<file path="src/pkg/stap_defines.vh">
// Purpose: Constants for the SRAM boundary-scan test port
// Assumes: Three-bit instruction register, 32-bit identification register
// Notes:   Instruction codes other than identification are assumed values
`ifndef STAP_DEFINES_VH
`define STAP_DEFINES_VH

// Controller states
`define STAP_S_RESET   4'h0
`define STAP_S_IDLE    4'h1
`define STAP_S_SEL_DR  4'h2
`define STAP_S_CAP_DR  4'h3
`define STAP_S_SH_DR   4'h4
`define STAP_S_EX1_DR  4'h5
`define STAP_S_PA_DR   4'h6
`define STAP_S_EX2_DR  4'h7
`define STAP_S_UPD_DR  4'h8
`define STAP_S_SEL_IR  4'h9
`define STAP_S_CAP_IR  4'ha
`define STAP_S_SH_IR   4'hb
`define STAP_S_EX1_IR  4'hc
`define STAP_S_PA_IR   4'hd
`define STAP_S_EX2_IR  4'he
`define STAP_S_UPD_IR  4'hf

// Instruction codes
`define STAP_IR_W        3
`define STAP_I_EXTEST    3'h0
`define STAP_I_IDCODE    3'h1
`define STAP_I_SAMPLEZ   3'h2
`define STAP_I_SAMPLE    3'h4
`define STAP_I_BYPASS    3'h7
`define STAP_IR_CAPTURE  2'h1

// Register sizes
`define STAP_ID_W        32
`define STAP_BSR_W       109
`define STAP_BSR_OE_BIT  108
// Arbitrary identification value
`define STAP_ID_VALUE    32'h1234_5001

`endif

</file>
<file path="src/rtl/stap_top.v">
// Purpose: Boundary-scan test access port of a burst SRAM
// Assumes: Test clock sampled by MCLK_I at 25 MHz, well above its rate
// Notes:   Test clock edges found after a two-flop synchroniser
`include "stap_defines.vh"
`timescale 1ns/1ps
`default_nettype none

module stap_top (
   // Clock and reset
   input  wire                   MCLK_I,
   input  wire                   ARST_N_I,
   // Test port pins
   input  wire                   TCK_I,
   input  wire                   TMS_I,
   input  wire                   TDI_I,
   output reg                    TDO_O,
   output reg                    TDO_OE_O,
   // Pin ring
   input  wire [`STAP_BSR_W-1:0] PIN_RING_I,
   output reg  [`STAP_BSR_W-1:0] BSR_PRELOAD_O,
   output reg                    EXTEST_O,
   output reg                    OUTBUS_EN_O
);

   reg  [1:0]             tck_s_r;
   reg  [1:0]             tms_s_r;
   reg  [1:0]             tdi_s_r;
   reg                    tck_d_r;
   reg  [3:0]             state_r;
   reg  [3:0]             state_nxt;
   reg  [`STAP_IR_W-1:0]  ir_sh_r;
   reg  [`STAP_IR_W-1:0]  ir_r;
   reg                    byp_r;
   reg  [`STAP_ID_W-1:0]  id_r;
   reg  [`STAP_BSR_W-1:0] bsr_r;
   reg                    so_bit;
   wire                   tck_rise;
   wire                   tck_fall;
   wire                   tms;
   wire                   tdi;
   wire                   sel_bsr;

   // Pull-ups are modelled as reset-high synchroniser stages
   always @(posedge MCLK_I or negedge ARST_N_I) begin
      if (!ARST_N_I) begin
         tck_s_r <= 2'h0;
         tms_s_r <= 2'h3;
         tdi_s_r <= 2'h3;
         tck_d_r <= 1'h0;
      end else begin
         tck_s_r <= {tck_s_r[0], TCK_I};
         tms_s_r <= {tms_s_r[0], TMS_I};
         tdi_s_r <= {tdi_s_r[0], TDI_I};
         tck_d_r <= tck_s_r[1];
      end
   end

   assign tck_rise = tck_s_r[1] & ~tck_d_r;
   assign tck_fall = ~tck_s_r[1] & tck_d_r;
   assign tms      = tms_s_r[1];
   assign tdi      = tdi_s_r[1];
   assign sel_bsr  = (ir_r == `STAP_I_EXTEST) || (ir_r == `STAP_I_SAMPLE) ||
                     (ir_r == `STAP_I_SAMPLEZ);

   // Controller next state; five TMS-high edges reach reset
   always @* begin
      case (state_r)
         `STAP_S_RESET:
            state_nxt = tms ? `STAP_S_RESET  : `STAP_S_IDLE;
         `STAP_S_IDLE:
            state_nxt = tms ? `STAP_S_SEL_DR : `STAP_S_IDLE;
         `STAP_S_SEL_DR:
            state_nxt = tms ? `STAP_S_SEL_IR : `STAP_S_CAP_DR;
         `STAP_S_CAP_DR:
            state_nxt = tms ? `STAP_S_EX1_DR : `STAP_S_SH_DR;
         `STAP_S_SH_DR:
            state_nxt = tms ? `STAP_S_EX1_DR : `STAP_S_SH_DR;
         `STAP_S_EX1_DR:
            state_nxt = tms ? `STAP_S_UPD_DR : `STAP_S_PA_DR;
         `STAP_S_PA_DR:
            state_nxt = tms ? `STAP_S_EX2_DR : `STAP_S_PA_DR;
         `STAP_S_EX2_DR:
            state_nxt = tms ? `STAP_S_UPD_DR : `STAP_S_SH_DR;
         `STAP_S_UPD_DR:
            state_nxt = tms ? `STAP_S_SEL_DR : `STAP_S_IDLE;
         `STAP_S_SEL_IR:
            state_nxt = tms ? `STAP_S_RESET  : `STAP_S_CAP_IR;
         `STAP_S_CAP_IR:
            state_nxt = tms ? `STAP_S_EX1_IR : `STAP_S_SH_IR;
         `STAP_S_SH_IR:
            state_nxt = tms ? `STAP_S_EX1_IR : `STAP_S_SH_IR;
         `STAP_S_EX1_IR:
            state_nxt = tms ? `STAP_S_UPD_IR : `STAP_S_PA_IR;
         `STAP_S_PA_IR:
            state_nxt = tms ? `STAP_S_EX2_IR : `STAP_S_PA_IR;
         `STAP_S_EX2_IR:
            state_nxt = tms ? `STAP_S_UPD_IR : `STAP_S_SH_IR;
         `STAP_S_UPD_IR:
            state_nxt = tms ? `STAP_S_SEL_DR : `STAP_S_IDLE;
         default:
            state_nxt = `STAP_S_RESET;
      endcase
   end

   // Serial output source: IR shifter in Shift-IR, else the data register that ir_r selects
   always @* begin
      if (state_r == `STAP_S_SH_IR)
         so_bit = ir_sh_r[0];
      else begin
         case (ir_r)
            `STAP_I_IDCODE: so_bit = id_r[0];
            `STAP_I_EXTEST,
            `STAP_I_SAMPLE,
            `STAP_I_SAMPLEZ: so_bit = bsr_r[0];
            default:         so_bit = byp_r;
         endcase
      end
   end

   // Rising-edge logic: controller and scan registers
   always @(posedge MCLK_I or negedge ARST_N_I) begin
      if (!ARST_N_I) begin
         state_r       <= `STAP_S_RESET;
         ir_sh_r       <= `STAP_I_IDCODE;
         ir_r          <= `STAP_I_IDCODE;
         byp_r         <= 1'h0;
         id_r          <= `STAP_ID_VALUE;
         bsr_r         <= {`STAP_BSR_W{1'h0}};
         BSR_PRELOAD_O <= {{(`STAP_BSR_W-1){1'h0}}, 1'h1} <<
                          `STAP_BSR_OE_BIT;
      end else if (tck_rise) begin
         state_r <= state_nxt;
         case (state_r)
            `STAP_S_CAP_IR:
               ir_sh_r <= {ir_sh_r[`STAP_IR_W-1:2], `STAP_IR_CAPTURE};
            `STAP_S_SH_IR:
               ir_sh_r <= {tdi, ir_sh_r[`STAP_IR_W-1:1]};
            `STAP_S_UPD_IR: begin
               ir_r <= ir_sh_r;
               if (ir_sh_r == `STAP_I_BYPASS)
                  byp_r <= 1'h0;
            end
            `STAP_S_CAP_DR: begin
               if (ir_r == `STAP_I_IDCODE)
                  id_r <= `STAP_ID_VALUE;
               else if (sel_bsr)
                  bsr_r <= PIN_RING_I;
               else
                  byp_r <= 1'h0;
            end
            `STAP_S_SH_DR: begin
               if (ir_r == `STAP_I_IDCODE)
                  id_r <= {tdi, id_r[`STAP_ID_W-1:1]};
               else if (sel_bsr)
                  bsr_r <= {tdi, bsr_r[`STAP_BSR_W-1:1]};
               else
                  byp_r <= tdi;
            end
            `STAP_S_UPD_DR:
               if (sel_bsr)
                  BSR_PRELOAD_O <= bsr_r;
            default: ;
         endcase
         // Load on the edge that enters reset, not one test clock later
         if (state_nxt == `STAP_S_RESET) begin
            ir_r <= `STAP_I_IDCODE;
            BSR_PRELOAD_O[`STAP_BSR_OE_BIT] <= 1'h1;
         end
      end
   end

   // Falling-edge logic: serial output and its enable; mode outputs follow ir_r and, in EXTEST, the preload enable cell on every system clock
   always @(posedge MCLK_I or negedge ARST_N_I) begin
      if (!ARST_N_I) begin
         TDO_O       <= 1'h0;
         TDO_OE_O    <= 1'h0;
         EXTEST_O    <= 1'h0;
         OUTBUS_EN_O <= 1'h1;
      end else begin
         if (tck_fall) begin
            TDO_O    <= so_bit;
            TDO_OE_O <= (state_r == `STAP_S_SH_IR) ||
                        (state_r == `STAP_S_SH_DR);
         end
         EXTEST_O    <= (ir_r == `STAP_I_EXTEST);
         OUTBUS_EN_O <= (ir_r == `STAP_I_EXTEST) ?
                        BSR_PRELOAD_O[`STAP_BSR_OE_BIT] :
                        (ir_r != `STAP_I_SAMPLEZ);
      end
   end

endmodule // stap_top

`default_nettype wire

</file>
<file path="config.mk">
export PLATFORM = sky130hd
export DESIGN_NAME = stap_top
export DESIGN_NICKNAME = d
export VERILOG_FILES = /design/src/rtl/stap_top.v
export VERILOG_INCLUDE_DIRS = /design/src /design/src/pkg
export SDC_FILE = /design/constraint.sdc
export NUM_CORES = 1
export LEC_CHECK = 0
export BUFFER_PORTS_ARGS = -buffer_cell sky130_fd_sc_hd__buf_2
export CAP_MARGIN = 25
export CORE_UTILIZATION = 50
export DETAILED_ROUTE_END_ITERATION = 10
export PLACE_DENSITY = 0.76
export SLEW_MARGIN = 40
export SYNTH_ARGS = -nofsm -noshare
export SYNTH_HDL_FRONTEND = slang
export SYNTH_SLANG_ARGS = --single-unit
export TNS_END_PERCENT = 30
</file>
<file path="constraint.sdc">
create_clock -name MCLK_I -period 1.7 [get_ports MCLK_I]
set_clock_uncertainty 0.05 [all_clocks]
set_input_delay 0.34 -clock MCLK_I [delete_from_list [all_inputs] [get_ports MCLK_I]]
set_output_delay 0.34 -clock MCLK_I [all_outputs]
set_load 0.005 [all_outputs]
</file>
==> metrics.md <==
| Metric | Value |
|---|---|
| Final total power | `0.0257 W` |
| Vias per cell | `roughly 5.5` |
| WS Path Type | `register to register` |
| 1st-iter DRT viols | `between 400 and 500` |
| CTS tree | `built` |
| Critical Path Start Type | `register` |
| Max Clk Rate | `553 MHz` |
| Vias post-DR | `just over 8000` |
| Cell variety after synth | `48` |
| Worst path arrival time | `2.17 ns` |
| Post-synth EDFFs | `0` |
| Post-layout nets | `roughly 1300` |
| H-Tree Depth | `1` |
| Initial antenna violation count | `4` |
| FF-to-FF setup slack | `-0.11 ns` |
| Largest net degree at the start of global routing | `between 50 and 60` |
| Routability Congestion | `0.827` |
| Core region area | `about 0.022 mm2` |
| Worst Max-Slew Pin Slew | `0.475 ns` |
| Worst path required time | `2.06 ns` |
| Flops & latches, synth | `roughly 270` |
| Fin util | `0.684` |
| Tmin final | `1.81 ns` |
| Worst Path Max Fanout | `14` |
| Cell Area, Placed | `0.0132 mm2` |
| Syn_nets | `1008` |
| Final Cycle Share | `1.06` |
| R2R depth | `7` |
| Worst r2r src | `state_r[1]$_DFFE_PN0P_` |
| Ys async rst share | `1.00` |
| Hold depth | `3` |
| Filler cells | `1549` |
| Top FF cell, synth | `dfrtp_1` |
| Final Max Slew Viols | `0` |
| Post-DRT Antenna Nets | `0` |
| WL final | `29.6 mm` |
| Area leader, netlist | `dfrtp_1` |
| Avg Cell Area, Syn | `12.7 um2` |
| Initial core utilization | `0.515` |
| Area share of the largest cell type after synthesis | `0.563` |
| Leak pwr | `~7.5 nW` |
| CTS sink count | `272` |
| Die Area | `0.0233 mm2` |
| Hold Path Sink | `bsr_r[26]$_DFFE_PN0P_` |
| Num CTS Buffers | `28` |
| # IOs | `227` |
| Max VDD drop | `approximately 830 uV` |
| # rows | `54` |
| Pre-CTS setup slack | `-0.162 ns` |
| Synth top area cells | `dfrtp_1 (56%), mux2_2 (11%), mux2i_1 (9.7%), o21ai_0 (4.3%), nand2_1 (3.8%)` |
| CP Capture Type | `register` |
| CTS root buffer | `clkbuf_16` |
| Synth Cell Area | `0.0114 mm2` |
| Area Overhead vs Synth | `32.9%` |
| YS warnings | `0` |
| Final Hold Fails | `0` |
| Number of global-route vias before repair | `8623` |
| Total gr overflow | `0` |
| Post-route cell area | `approximately 0.015 mm2` |
| Die Y | `153 um` |
| Total GRT Usage | `0.241` |
| First-pass GRT wire length | `45.1 mm` |
| # setup viols final | `220` |
| Clock Latency Late Sink | `between 0.5 and 0.6 ns` |
| Hold Path Origin | `PIN_RING_I[26]` |
| Violated checks | `DRC, setup timing` |
| Worst-path clk slew | `0.06 ns` |
| Status | `finished with violations` |
| Class of the worst hold path | `primary input to register` |
| PortBufs | `~230` |
| Number of max-cap violations | `0` |
| Fraction of layout cells with a size suffix above 1 | `0.469` |
| Avg WL per Cell | `19.8 um` |
| DR DRC count | `12` |
| Sequential fraction of the synthesis area | `0.600` |
| Relative slew margins | `0.683` |
| Gate Count Post-Synth | `894` |
| Worst setup margin | `-0.110 ns` |
| PwrDens | `1700 mW/mm2` |
| Final HPWL DP | `17.5 mm` |
| Most frequent cell after synthesis | `dfrtp_1` |
| RSZ-0062 raised after global routing | `yes` |
| Most frequent cells after synthesis | `dfrtp_1 (256), nand2_1 (114), mux2_2 (110), mux2i_1 (110), o21ai_0 (97)` |
| Reg-to-reg endpoint | `BSR_PRELOAD_O[48]$_DFFE_PN0P_` |
| DRT Pass-1 Iters | `10` |
| Die Width | `153 um` |
| CTS Buffer Depth | `3` |
-- power breakdown --
group          switching [W]  internal, W
logic                0.00370      0.00472
registers            0.00201      0.00919
clock network        0.00250      0.00360
-- cell families (layout without fill, tap and decap cells) --
kind of cell    after synthesis  in the layout  synth area share
compound gates              175            175            0.0963
mux                         220            220             0.206
buf+inv                      63            379            0.0311
simple gates                164            164            0.0665
other cells                   0              2                 0
flops                       272            272             0.600
-- what timing repair did --
item / CTS / global route
setup endpoints to repair: 192 / 254
setup buffers: 12 / 1
pin swaps: 13 / 12
gates resized for setup: 96 / 75
hold endpoints to repair: 41 / 0
gates cloned: 8 / 12
hold buffers: 4 / 0
-- sequential cells by signal (all words and copies together), names as in the netlist --
register / flops
byp_r: 1
tck_s_r: 2
ir_sh_r: 3
bsr_r: 109
tms_s_r: 2
EXTEST_O: 1
TDO_OE_O: 1
BSR_PRELOAD_O: 109
tdi_s_r: 2
state_r: 4
TDO_O: 1
tck_d_r: 1
OUTBUS_EN_O: 1
ir_r: 3
id_r: 32
-- area by class of cell --
| cell class | count | area [um2] | area share |
|---|---|---|---|
| antenna | 2 | 5.00 | 0.000331 |
| clock buffer | 40 | 807 | 0.0534 |
| clock inverter | 12 | 110 | 0.00728 |
| inverter | 2 | 7.51 | 0.000497 |
| multi-input combinational | 559 | 4430 | 0.293 |
| sequential | 272 | 6830 | 0.452 |
| tap | 280 | 350 | 0.0232 |
| timing repair buffer | 325 | 2580 | 0.171 |
-- layer usage --
metal	routed length (um)	part of all wire	global-route usage	vias up
met2	14300	0.48	0.403	248
met4	627	0.021	0.0592	4
li1	-	-	-	3756
met5	20	0.00068	0	-
met1	12600	0.43	0.316	4150
met3	2070	0.070	0.0583	49
-- cell usage in the layout, fill, tap and decap left out, drive strengths merged, types with 2 or more instances in the layout --
master       instances
nor2b                2
a22oi                2
nor2                 9
a22o                26
nand3                4
clkbuf              50
clkinv              10
mux2i              110
dfstp               16
o22a                 9
nand4                3
dfrtp              256
a211oi               2
o22ai                2
inv                  2
or3b                 2
a21oi                7
nor3b                3
dlygate4sd3          4
and2                 3
o21ai              118
bufinv               2
diode                2
nand2              124
nand2b               6
mux2               110
a31oi                3
buf                311
-- critical path, stage by stage, from the launching register on --
cell and delay, ns:
dfrtp_2 0.45, buf_4 0.17, nor2_4 0.11, nand4_1 0.13
buf_6 0.17, buf_8 0.16, buf_12 0.16, mux2_2 0.28
-- stage by stage --
stage               hold slack, ns  setup TNS, ns  std cells
floorplan                 -0.00559          -2.25        894
global placement             0.261         -10.85       1402
detailed placement           0.261         -16.55       1402
CTS                         0.0201          -4.78       1478
global route                0.0263         -25.37       1491
finish                      0.0288          -9.72       1492
-- how the worst max path moves through the flow --
stage | start | end | depth (start not counted)
finish | state_r[1]$_DFFE_PN0P_ | BSR_PRELOAD_O[48]$_DFFE_PN0P_ | 7
global placement | state_r[3]$_DFFE_PN0P_ | BSR_PRELOAD_O[52]$_DFFE_PN0P_ | 4
detailed placement | state_r[3]$_DFFE_PN0P_ | BSR_PRELOAD_O[39]$_DFFE_PN0P_ | 4
global route | state_r[1]$_DFFE_PN0P_ | BSR_PRELOAD_O[89]$_DFFE_PN0P_ | 7
floorplan | state_r[1]$_DFFE_PN0P_ | bsr_r[97]$_DFFE_PN0P_ | 10
CTS | state_r[3]$_DFFE_PN0P_ | bsr_r[90]$_DFFE_PN0P_ | 8
Note: power is estimated with default switching activity, not from simulation.
